[src/shared/epdrw_pkg.sv]
// epdrw_pkg: constants and types for the ram window command logic
// assumes a single 100 MHz core clock; serial link pins sampled asynchronously
package epdrw_pkg;

  // ---------------------------------------------------------------
  // command codes
  // ---------------------------------------------------------------
  localparam logic [7:0] CMD_END_OPT = 8'h3f;
  localparam logic [7:0] CMD_READ_SEL = 8'h41;
  localparam logic [7:0] CMD_X_WIN = 8'h44;
  localparam logic [7:0] CMD_Y_WIN = 8'h45;
  localparam logic [7:0] CMD_FILL_SEC = 8'h46;
  localparam logic [7:0] CMD_FILL_BW = 8'h47;
  localparam logic [7:0] CMD_X_CNT = 8'h4e;
  localparam logic [7:0] CMD_Y_CNT = 8'h4f;
  localparam logic [7:0] CMD_NOP = 8'h7f;
  localparam logic [7:0] CMD_WRITE_BW = 8'h24;
  localparam logic [7:0] CMD_WRITE_SEC = 8'h26;

  // ---------------------------------------------------------------
  // values after reset and option codes
  // ---------------------------------------------------------------
  localparam logic [7:0] END_OPT_RST = 8'h02;
  localparam logic [7:0] END_OPT_NORMAL = 8'h22;
  localparam logic [7:0] END_OPT_KEEP = 8'h07;
  localparam logic [5:0] X_START_RST = 6'h00;
  localparam logic [5:0] X_END_RST = 6'h15;
  localparam logic [8:0] Y_START_RST = 9'h000;
  localparam logic [8:0] Y_END_RST = 9'h000;
  localparam logic [5:0] X_CNT_RST = 6'h00;
  localparam logic [8:0] Y_CNT_RST = 9'h000;
  localparam logic [7:0] PATTERN_RST = 8'h00;

  // ---------------------------------------------------------------
  // pattern byte fields
  // ---------------------------------------------------------------
  localparam int PAT_FIRST_BIT = 7;
  localparam int PAT_H_LSB = 4;
  localparam int PAT_W_LSB = 0;
  localparam logic [2:0] PAT_H_BAD = 3'h7;
  localparam logic [2:0] PAT_W_MAX = 3'h5;
  localparam int FILL_ROWS = 296;
  localparam int FILL_COLS = 22;

  localparam int BITS_4W = 8;
  localparam int BITS_3W = 9;

  typedef struct packed {
    logic first_val;
    logic [8:0] step_h;
    logic [7:0] step_w;
    logic plane;
  } epdrw_fill_t;

  typedef struct packed {
    logic is_data;
    logic [7:0] value;
  } epdrw_byte_t;

endpackage : epdrw_pkg
[src/design/epdrw_cmd.sv]
// epdrw_cmd: serial command interpreter for ram window and pattern commands
// assumes link pins are asynchronous to MCLK_I and sclk is well below 50 MHz
//
// What this block does
// - 3Fh byte sets end option, reset 02h
// - 41h bit 0 selects ram read plane
// - 44h sets 6-bit x window start, end
// - 45h sets 9-bit y window start, end
// - 46h fills secondary plane with checker pattern
// - 47h fills black/white plane identically
// - pattern height and width codes, invalid ignored
// - 4Eh loads 6-bit x address counter
// - 4Fh loads 9-bit y counter, low first
// - 7Fh changes nothing, ends ram bursts
// - 4-wire: msb first, dc level selects
// - 3-wire: nine bits, leading dc flag
`timescale 1ns/1ps
module epdrw_cmd
  import epdrw_pkg::*;
(
  input wire logic MCLK_I,
  input wire logic RESET_I,
  input wire logic SCL_I,
  input wire logic SDA_I,
  input wire logic CS_N_I,
  input wire logic DC_I,
  input wire logic MODE_3WIRE_I,
  output logic BUSY_O,
  output logic [7:0] END_UPDATE_OPTION_O,
  output logic READ_PLANE_O,
  output logic [5:0] X_WINDOW_START_O,
  output logic [5:0] X_WINDOW_END_O,
  output logic [8:0] Y_WINDOW_START_O,
  output logic [8:0] Y_WINDOW_END_O,
  output logic [5:0] X_ADDR_O,
  output logic [8:0] Y_ADDR_O,
  output logic BURST_ACTIVE_O,
  output logic BURST_PLANE_O,
  output logic RAM_WR_EN_O,
  output logic RAM_WR_PLANE_O,
  output logic [5:0] RAM_WR_X_O,
  output logic [8:0] RAM_WR_Y_O,
  output logic [7:0] RAM_WR_DATA_O
);

  // ---------------------------------------------------------------
  // pin synchronisers
  // ---------------------------------------------------------------
  logic [4:0] meta_q;
  logic [4:0] sync_q;
  logic scl_prev_q;
  logic scl_rise;

  always_ff @(posedge MCLK_I or posedge RESET_I) begin
    if (RESET_I) begin
      meta_q <= 5'h04;
      sync_q <= 5'h04;
      scl_prev_q <= 1'b0;
    end else begin
      meta_q <= {MODE_3WIRE_I, DC_I, CS_N_I, SDA_I, SCL_I};
      sync_q <= meta_q;
      scl_prev_q <= sync_q[0];
    end
  end

  assign scl_rise = sync_q[0] && !scl_prev_q && !sync_q[2];

  // ---------------------------------------------------------------
  // byte assembly
  // ---------------------------------------------------------------
  logic [8:0] shift_q;
  logic [3:0] nbits_q;
  logic byte_done;
  epdrw_byte_t rx;
  logic mode3_q;

  // mode strap is a pin too: synchronised, and only taken while deselected
  always_ff @(posedge MCLK_I or posedge RESET_I) begin
    if (RESET_I) begin
      mode3_q <= 1'b0;
    end else if (sync_q[2]) begin
      mode3_q <= sync_q[4];
    end
  end

  assign byte_done = scl_rise &&
    (nbits_q == (mode3_q ? 4'(BITS_3W - 1) : 4'(BITS_4W - 1)));

  always_ff @(posedge MCLK_I or posedge RESET_I) begin
    if (RESET_I) begin
      shift_q <= '0;
      nbits_q <= '0;
    end else if (sync_q[2]) begin
      nbits_q <= '0;
    end else if (scl_rise) begin
      shift_q <= {shift_q[7:0], sync_q[1]};
      nbits_q <= byte_done ? 4'h0 : nbits_q + 4'h1;
    end
  end

  // 3-wire: flag is the first of nine; 4-wire: pin level during last bit
  assign rx.is_data = mode3_q ? shift_q[7] : sync_q[3];
  assign rx.value = {shift_q[6:0], sync_q[1]};

  // ---------------------------------------------------------------
  // command decode and parameter storage
  // ---------------------------------------------------------------
  logic [7:0] cmd_q;
  logic [1:0] idx_q;
  logic fill_busy;
  logic fill_start;
  epdrw_fill_t fill_cfg;
  logic data_ok;

  // commands issued while a fill runs are dropped
  assign data_ok = byte_done && rx.is_data && !fill_busy;

  always_ff @(posedge MCLK_I or posedge RESET_I) begin
    if (RESET_I) begin
      cmd_q <= CMD_NOP;
      idx_q <= '0;
    end else if (byte_done && !fill_busy) begin
      if (!rx.is_data) begin
        cmd_q <= rx.value;
        idx_q <= '0;
      end else if (idx_q != 2'h3) begin
        idx_q <= idx_q + 2'h1;
      end
    end
  end

  always_ff @(posedge MCLK_I or posedge RESET_I) begin
    if (RESET_I) begin
      END_UPDATE_OPTION_O <= END_OPT_RST;
      READ_PLANE_O <= 1'b0;
    end else if (data_ok && idx_q == 2'h0) begin
      if (cmd_q == CMD_END_OPT) begin
        END_UPDATE_OPTION_O <= rx.value;
      end
      if (cmd_q == CMD_READ_SEL) begin
        READ_PLANE_O <= rx.value[0];
      end
    end
  end

  always_ff @(posedge MCLK_I or posedge RESET_I) begin
    if (RESET_I) begin
      X_WINDOW_START_O <= X_START_RST;
      X_WINDOW_END_O <= X_END_RST;
    end else if (data_ok && cmd_q == CMD_X_WIN) begin
      if (idx_q == 2'h0) X_WINDOW_START_O <= rx.value[5:0];
      if (idx_q == 2'h1) X_WINDOW_END_O <= rx.value[5:0];
    end
  end

  always_ff @(posedge MCLK_I or posedge RESET_I) begin
    if (RESET_I) begin
      Y_WINDOW_START_O <= Y_START_RST;
      Y_WINDOW_END_O <= Y_END_RST;
    end else if (data_ok && cmd_q == CMD_Y_WIN) begin
      unique case (idx_q)
        2'h0: Y_WINDOW_START_O[7:0] <= rx.value;
        2'h1: Y_WINDOW_START_O[8] <= rx.value[0];
        2'h2: Y_WINDOW_END_O[7:0] <= rx.value;
        2'h3: Y_WINDOW_END_O[8] <= rx.value[0];
      endcase
    end
  end

  always_ff @(posedge MCLK_I or posedge RESET_I) begin
    if (RESET_I) begin
      X_ADDR_O <= X_CNT_RST;
      Y_ADDR_O <= Y_CNT_RST;
    end else if (data_ok) begin
      if (cmd_q == CMD_X_CNT && idx_q == 2'h0) begin
        X_ADDR_O <= rx.value[5:0];
      end
      if (cmd_q == CMD_Y_CNT && idx_q == 2'h0) begin
        Y_ADDR_O[7:0] <= rx.value;
      end
      if (cmd_q == CMD_Y_CNT && idx_q == 2'h1) begin
        Y_ADDR_O[8] <= rx.value[0];
      end
    end
  end

  // ---------------------------------------------------------------
  // ram burst tracking
  // ---------------------------------------------------------------
  // any command byte ends a burst; nop does only that
  always_ff @(posedge MCLK_I or posedge RESET_I) begin
    if (RESET_I) begin
      BURST_ACTIVE_O <= 1'b0;
      BURST_PLANE_O <= 1'b0;
    end else if (byte_done && !rx.is_data && !fill_busy) begin
      BURST_ACTIVE_O <= (rx.value == CMD_WRITE_BW) || (rx.value == CMD_WRITE_SEC);
      BURST_PLANE_O <= (rx.value == CMD_WRITE_SEC);
    end
  end

  // ---------------------------------------------------------------
  // pattern fill
  // ---------------------------------------------------------------
  logic [2:0] hcode;
  logic [2:0] wcode;
  assign hcode = rx.value[PAT_H_LSB +: 3];
  assign wcode = rx.value[PAT_W_LSB +: 3];

  // step size itself, a power of two, masks the address bit that flips the pattern
  always_comb begin
    fill_cfg.first_val = rx.value[PAT_FIRST_BIT];
    fill_cfg.plane = (cmd_q == CMD_FILL_BW);
    // height 296 covers the whole panel, so no flip in y
    fill_cfg.step_h = (hcode == 3'h6) ? 9'h000 : 9'(9'h008 << hcode);
    // width 176 covers the whole row, so no flip in x
    fill_cfg.step_w = (wcode == PAT_W_MAX) ? 8'h00 : 8'(8'h08 << wcode);
  end

  assign fill_start = data_ok && idx_q == 2'h0 &&
    (cmd_q == CMD_FILL_SEC || cmd_q == CMD_FILL_BW) &&
    hcode != PAT_H_BAD && wcode <= PAT_W_MAX;

  epdrw_fill u_fill (
    .clk_i(MCLK_I),
    .rst_i(RESET_I),
    .start_i(fill_start),
    .cfg_i(fill_cfg),
    .busy_o(fill_busy),
    .wr_en_o(RAM_WR_EN_O),
    .wr_plane_o(RAM_WR_PLANE_O),
    .wr_x_o(RAM_WR_X_O),
    .wr_y_o(RAM_WR_Y_O),
    .wr_data_o(RAM_WR_DATA_O)
  );

  assign BUSY_O = fill_busy;

endmodule : epdrw_cmd

[src/design/epdrw_fill.sv]
// epdrw_fill: walks the whole ram writing a checker pattern, one byte a cycle
// assumes start is a one-cycle pulse given only when idle
`timescale 1ns/1ps
module epdrw_fill
  import epdrw_pkg::*;
(
  input wire logic clk_i,
  input wire logic rst_i,
  input wire logic start_i,
  input wire epdrw_fill_t cfg_i,
  output logic busy_o,
  output logic wr_en_o,
  output logic wr_plane_o,
  output logic [5:0] wr_x_o,
  output logic [8:0] wr_y_o,
  output logic [7:0] wr_data_o
);
  typedef enum logic {EPDRW_IDLE, EPDRW_RUN} epdrw_fst_t;
  epdrw_fst_t st_q;
  epdrw_fill_t cfg_q;
  logic [5:0] x_q;
  logic [8:0] y_q;
  logic [8:0] xpix;
  logic yband;
  logic [7:0] pix;
  logic last;

  assign last = (x_q == 6'(FILL_COLS - 1)) && (y_q == 9'(FILL_ROWS - 1));
  assign yband = |(y_q & cfg_q.step_h);
  assign xpix = {x_q, 3'h0};

  // one generate loop builds the eight pixels of a byte
  for (genvar b = 0; b < 8; b++) begin : g_pix
    assign pix[7 - b] = cfg_q.first_val ^ yband ^ |((xpix + 9'(b)) & {1'b0, cfg_q.step_w});
  end

  always_ff @(posedge clk_i or posedge rst_i) begin
    if (rst_i) begin
      st_q <= EPDRW_IDLE;
      cfg_q <= '0;
      x_q <= '0;
      y_q <= '0;
    end else begin
      unique case (st_q)
        EPDRW_IDLE: begin
          if (start_i) begin
            st_q <= EPDRW_RUN;
            cfg_q <= cfg_i;
            x_q <= '0;
            y_q <= '0;
          end
        end
        EPDRW_RUN: begin
          if (last) begin
            st_q <= EPDRW_IDLE;
          end else if (x_q == 6'(FILL_COLS - 1)) begin
            x_q <= '0;
            y_q <= y_q + 9'h1;
          end else begin
            x_q <= x_q + 6'h1;
          end
        end
      endcase
    end
  end

  always_ff @(posedge clk_i or posedge rst_i) begin
    if (rst_i) begin
      wr_en_o <= 1'b0;
      wr_plane_o <= 1'b0;
      wr_x_o <= '0;
      wr_y_o <= '0;
      wr_data_o <= '0;
    end else begin
      wr_en_o <= (st_q == EPDRW_RUN);
      wr_plane_o <= cfg_q.plane;
      wr_x_o <= x_q;
      wr_y_o <= y_q;
      wr_data_o <= pix;
    end
  end

  // busy covers the registered last write too
  assign busy_o = (st_q == EPDRW_RUN) || wr_en_o;

endmodule : epdrw_fill

[config.mk]
export PLATFORM = sky130hd
export DESIGN_NAME = epdrw_cmd
export DESIGN_NICKNAME = d
export VERILOG_FILES = /design/src/shared/epdrw_pkg.sv /design/src/design/epdrw_cmd.sv /design/src/design/epdrw_fill.sv
export SDC_FILE = /design/constraint.sdc
export NUM_CORES = 1
export LEC_CHECK = 0
export BUFFER_PORTS_ARGS = -buffer_cell sky130_fd_sc_hd__buf_2
export CORE_UTILIZATION = 45
export DETAILED_ROUTE_END_ITERATION = 7
export PLACE_DENSITY_LB_ADDON = 0.2
export RECOVER_POWER = 50
export SLEW_MARGIN = 20
export SYNTH_ARGS = -nofsm -noshare
export SYNTH_HDL_FRONTEND = slang
export SYNTH_SLANG_ARGS = --single-unit
[constraint.sdc]
create_clock -name MCLK_I -period 5.6 [get_ports MCLK_I]
set_input_delay 1.12 -clock MCLK_I [delete_from_list [all_inputs] [get_ports MCLK_I]]
set_output_delay 1.12 -clock MCLK_I [all_outputs]
set_load 0.02 [all_outputs]
After elaboration in Yosys (flattened, before gate mapping)

Cells that the tools add are included.

Register bits: 150
Word-level logic and storage cells: 165
Input bits: 7
Memory bits (writable): 0
Bits in read-only memories: 0
Memories kept: 0
Latch bits: 0
Output and inout bits: 82

Bitwise gates (word level): 21
Add/sub/neg operators: 11
Divide/modulo/power cells: 0
Mux-type cells: 20
Shift operators: 2
Reductions and logical operators: 53
Equality and inequality tests: 24
Order comparisons: 1
Multiply operators: 0

Operator list:

| cell                                                 | count |
|---|---|
| OR reduction 9 bit                                   | 9 |
| bitwise AND 9 x 8 -> 9 bit                           | 8 |
| equality test 8 x 7 -> 1 bit (second input constant) | 7 |
| adder 9 x 3 -> 9 bit (second input constant)         | 4 |
| two-way mux 9 bit                                    | 4 |
| AND reduction 2 bit                                  | 16 |
| equality test 8 x 6 -> 1 bit (second input constant) | 3 |
| adder 9 x 1 -> 9 bit (second input constant)         | 2 |
| adder 9 x 2 -> 9 bit (second input constant)         | 2 |
| logical AND 1 bit                                    | 18 |
| two-way mux 6 bit                                    | 3 |
| case mux 9 bit (2 select lines)                      | 1 |
| two-way mux 4 bit                                    | 4 |
| case mux 6 bit (2 select lines)                      | 1 |
| bitwise AND 9 bit                                    | 1 |
| equality test 9 bit (second input constant)          | 1 |
| << shifter 4 x 3 -> 9 bit (first input constant)     | 1 |
| XOR 1 bit                                            | 9 |
| two-way mux 8 bit                                    | 1 |
| != test 2 bit (second input constant)                | 4 |
| << shifter 4 x 3 -> 8 bit (first input constant)     | 1 |
| adder 6 x 1 -> 6 bit (second input constant)         | 1 |
| equality test 3 bit (second input constant)          | 2 |
| equality test 6 x 5 -> 1 bit (second input constant) | 1 |
| other kinds (17)                                     | 28 |

Depth between registers and ports, before layout

Depth after elaboration: 12
Mapped depth: 8
Depth with buffers taken out: 7

Modules after synthesis

From an unflattened synthesis, not the netlist that was laid out.

Cells, all modules: 490
Area total of the unflattened synthesis: 6433.7 um^2

By module, submodules not included:

| module     | seq. area each (um^2) | times used | cells an instance | area an instance (um^2) |
|---|---|---|---|---|
| epdrw_cmd  | 2268.4                | 1          | 263               | 3873.7 |
| epdrw_fill | 1501.4                | 1          | 227               | 2560.0 |

Worst setup path after synthesis

OpenSTA, ideal clock, no wires.

Path kind: reg-to-reg
From: register sync_q[2]
To: register END_UPDATE_OPTION_O[0]
Arrival: 2.059 ns
Stages on the path, launching flop included: 8
Buffers on the path: 2
Slack: 3.416 ns
Period minus slack after synthesis: 2.184 ns
Library setup time: 0.125 ns
Required time: 5.475 ns
Cell sequence: dfstp_2 -> nor3b_4 -> and2_1 -> buf_4 -> nand3_2 -> or4_1 -> buf_6 -> mux2_4

Longest elaborated chain between the ends: 7

Ends and longest elaborated chain:

| item                                 | RTL line         | RTL |
|---|---|---|
| start, declared                      | epdrw_cmd.sv:50  | `logic [4:0] sync_q;` |
| start signal, assigned               | epdrw_cmd.sv:61  | `sync_q <= meta_q;` |
| zero test 1 bit                      | epdrw_cmd.sv:66  | `assign scl_rise = sync_q[0] && !scl_prev_q && !sync_q[2];` |
| logical AND 1 bit                    | epdrw_cmd.sv:66  |  |
| logical AND 1 bit                    | epdrw_cmd.sv:86  | `assign byte_done = scl_rise &&` |
| logical AND 1 bit (2 in a row)       | epdrw_cmd.sv:116 | `assign data_ok = byte_done && rx.is_data && !fill_busy;` |
| logical AND 1 bit                    | epdrw_cmd.sv:136 | `end else if (data_ok && idx_q == 2'h0) begin` |
| AND reduction 2 bit (no source line) | n/a              |  |
| end signal, assigned                 | epdrw_cmd.sv:138 | `END_UPDATE_OPTION_O <= rx.value;` |
| end, declared                        | epdrw_cmd.sv:29  | `output logic [7:0] END_UPDATE_OPTION_O,` |

No other way between the ends.
A chain may end at the register's enable or synchronous reset.

Worst setup path after layout

From: register sync_q[2]
To: register u_fill.cfg_q[0] (netlist bit)

Longest elaborated chain between the ends: 10

Ends and longest elaborated chain:

| item                                 | RTL line         | RTL |
|---|---|---|
| zero test 1 bit                      | epdrw_cmd.sv:66  |  |
| logical AND 1 bit                    | epdrw_cmd.sv:66  |  |
| logical AND 1 bit                    | epdrw_cmd.sv:86  |  |
| logical AND 1 bit (2 in a row)       | epdrw_cmd.sv:116 |  |
| logical AND 1 bit (2 in a row)       | epdrw_cmd.sv:219 | `assign fill_start = data_ok && idx_q == 2'h0 &&` |
| logical AND 1 bit                    | epdrw_cmd.sv:220 | `(cmd_q == CMD_FILL_SEC \|\| cmd_q == CMD_FILL_BW) &&` |
| logical AND 1 bit                    | epdrw_cmd.sv:221 | `hcode != PAT_H_BAD && wcode <= PAT_W_MAX;` |
| AND reduction 2 bit (no source line) | n/a              |  |
| end signal, assigned                 | epdrw_fill.sv:48 | `cfg_q <= cfg_i;` |
| end, declared                        | epdrw_fill.sv:20 | `epdrw_fill_t cfg_q;` |

No other way between the ends.

==> impl_metrics.json <==
{
  "drt_iter0_drc": 350,
  "critPathKind": "reg -> reg",
  "end_kind": "flop",
  "hp-class": "reg -> reg",
  "fin_ws_ns": 1.99,
  "routed-via-count": 3660,
  "clkPwrFrac": 0.482,
  "synth_nets": 445,
  "antenna_found_initial": 0,
  "area_delta_synth_final_pct": 18.8,
  "start_util": 0.469,
  "critPathSlowestCell": "nor3b_1",
  "clock_latency_ns": 0.41,
  "reg2reg_depth": 6,
  "final_nets": 528,
  "rsz0062_at_grt": "false",
  "dpl.hpwl_um": 7640,
  "synth-async-reset-ratio": 1.00,
  "ctsHoldBuffers": 0,
  "p_switching_mw": 0.553,
  "synth_area_leaders": "dfrtp_1 (54%), mux2_2 (13%), dfstp_2 (6.0%)",
  "drc": 0,
  "place_area_mm2": 0.00624,
  "synth-edff-count": 0,
  "slew_headroom": -1.00,
  "cts_resized": 0,
  "n_antenna_cell": 0,
  "viasPerCell": 5.27,
  "violations": "capacitance limit, slew limit",
  "firstDrtPassIters": 4,
  "dieHeight_um": 115,
  "syn_avg_cell_area_um2": 13.3,
  "setup_violations": 0,
  "cts-buffers-inserted": 17,
  "yosys.area.top_type": "dfrtp_1",
  "irDropWorstVdd_mv": 0.234,
  "internal_power_mw": 1.77,
  "ant_nets": 0,
  "p_seq_frac": 0.485,
  "rrSetupSlack_ns": 1.99,
  "clk_pin_slew_ns": 0.06,
  "startpoint_type": "flop",
  "port-buffer-count": 88,
  "clock-sinks": 137,
  "synth_area_mm2": 0.00570,
  "synthTopCellsByCount": "dfrtp_1 (124), mux2_2 (67), nand2_1 (21), nand3_1 (21), clkbuf_1 (16)",
  "holdPathEnd": "sync_q[4]$_DFF_PP0_",
  "run_status": "finished with violations",
  "hold_path.startpoint": "meta_q[4]$_DFF_PP0_",
  "yosys_register_bits": 137,
  "hold_violations": 0,
  "pre_cts_ws_ns": 3.04,
  "slew_viol_final": 70,
  "combPwrFrac": 0.033,
  "yosysUniqueCellTypes": 56,
  "drive_gt1_frac": 0.359,
  "power_mw": 2.32,
  "grt-ovfl-total": 0,
  "period_needed_ns": 3.61,
  "grt_pass1_vias": 3709,
  "critical_path.max_stage_delay_ns": 1.17,
  "grtUsageTotal": 0.199,
  "cts_tree": "yes",
  "h-tree-depth": 4,
  "r2r_start": "sync_q[2]$_DFF_PP1_",
  "min_path_cells": 0,
  "grt_max_degree": 70,
  "routabilityCongestion": 0.834,
  "cap_violations": 1,
  "postSynth.topFlopCell": "dfrtp_1",
  "power.density_mw_per_mm2": 343,
  "dieArea_mm2": 0.0131,
  "critPathMaxFanout": 35,
  "sw_frac_of_total": 0.238,
  "finalClockSkew_ns": 0.00770,
  "wl_per_cell_um": 17.0,
  "yosysWarnings": 0,
  "path_cells": "nor3b_1, and4_1, nand4_1, clkbuf_1, or4b_2, nand2_1",
  "fin_area_mm2": 0.00677,
  "cts_buffer_depth": 2,
  "cp.required_ns": 5.95,
  "fp.dieW_um": 115,
  "rows": 40,
  "grt_pass1_wl_um": 19400,
  "synth_top_area_share": 0.544,
  "totalNegativeSetupSlack_ns": 0,
  "synth_cells": 430,
  "timing.rr.end": "u_fill.cfg_q[0]$_DFFE_PP0P_",
  "seq_area_frac_synth": 0.604,
  "clockRootBuffer": "clkbuf_16",
  "max_slew.worst_pin.slew_ns": 2.99,
  "num_io_pins": 89,
  "routed_wl_um": 11800,
  "synthMostInstantiatedCell": "dfrtp_1",
  "p_leak_nw": 3.37,
  "fmax_ghz": 0.277,
  "core_area_mm2": 0.0122,
  "postCtsSetupRepairBufs": 0,
  "fin_crit_sh": 0.645,
  "worstPathArrival_ns": 3.96
}
per-layer routing:
layer,track usage,routed length (um),up-vias
met4,0.0701,117,0
met1,0.247,5260,1848
met2,0.321,5810,93
li1,-,-,1709
met5,0,0,-
met3,0.0715,580,10
through the flow:
| step | instances | hold WS [ns] | util |
|---|---|---|---|
| final | 694 | 0.344 | 0.557 |
| after global routing | 694 | 0.354 | 0.557 |
| after CTS | 694 | 0.345 | 0.563 |
| after detailed placement | 662 | 0.335 | 0.513 |
| after global placement | 662 | 0.333 | 0.513 |
| after floorplan | 430 | 0.331 | - |
worst max path at each step:
stage,start,endpoint,slack (ns),cells after the start
2_1_floorplan,RESET_I,BURST_ACTIVE_O$_DFFE_PP0P_,0.83,1
3_3_place_gp,sync_q[2]$_DFF_PP1_,END_UPDATE_OPTION_O[5]$_DFFE_PP0P_,3.14,5
3_5_place_dp,u_fill.st_q$_DFF_PP0_,END_UPDATE_OPTION_O[5]$_DFFE_PP0P_,3.04,5
4_1_cts,u_fill.st_q$_DFF_PP0_,BUSY_O,2.84,3
5_1_grt,sync_q[2]$_DFF_PP1_,u_fill.cfg_q[0]$_DFFE_PP0P_,1.70,6
6_report,sync_q[2]$_DFF_PP1_,u_fill.cfg_q[0]$_DFFE_PP0P_,1.99,6
flip-flops by register name, summed over array words and instances, names as in the netlist, 2 cells and up:
name / flops
u_fill.x_q: 6
nbits_q: 4
X_WINDOW_END_O: 6
u_fill.wr_x_o: 6
END_UPDATE_OPTION_O: 8
Y_WINDOW_START_O: 9
Y_ADDR_O: 9
shift_q: 8
X_WINDOW_START_O: 6
u_fill.cfg_q: 13
X_ADDR_O: 6
idx_q: 2
Y_WINDOW_END_O: 9
cmd_q: 8
u_fill.y_q: 9
meta_q: 5
u_fill.wr_y_o: 9
sync_q: 5
critical path: cells and delay by family, from the launching register on:
family	cells	cell delay, ns
buffers and inverters	1	0.63
DFF	1	0.42
and+or+nand+nor	5	2.50
power by group through the flow:
stage | sequential [mW] | clock [mW] | combinational (mW)
after floorplan | 1.07 | 0 | 0.0977
after global placement | 1.14 | 0 | 0.0772
after detailed placement | 1.15 | 0 | 0.0795
after CTS | 1.13 | 1.15 | 0.0797
after global routing | 1.14 | 1.19 | 0.0873
final | 1.13 | 1.12 | 0.0770
cells by family after synthesis:
kind of cell    synth area share
flops                      0.604
simple gates               0.120
mux                        0.157
compound gates            0.0595
buf+inv                   0.0345
fa+ha+maj                 0.0176
xor+xnor                 0.00768
area by class of cell:
| cell class | count | area, um2 |
|---|---|---|
| fill | 1061 | 5390 |
| sequential | 137 | 3440 |
| multi-input combinational | 252 | 2030 |
| clock buffer | 22 | 494 |
| timing repair buffer | 93 | 433 |
| tap | 168 | 210 |
| clock inverter | 10 | 116 |
| inverter | 12 | 46.3 |
cells in the final DEF (no fill, tap or decap), types with 4 or more instances in the layout:
cell type / count
nor2_1: 13
clkbuf_1: 32
clkbuf_8: 5
nand3b_1: 4
nor3_1: 6
o21ai_0: 14
and3_1: 6
nand3_1: 21
a21oi_1: 4
ha_1: 8
mux2_4: 8
inv_1: 11
nand2b_1: 5
dfrtp_1: 124
nand4_1: 9
buf_2: 58
mux2_2: 67
nand2_1: 21
a21o_1: 6
dfstp_2: 12
clkbuf_16: 17
Note: power is estimated with default switching activity, not from simulation.
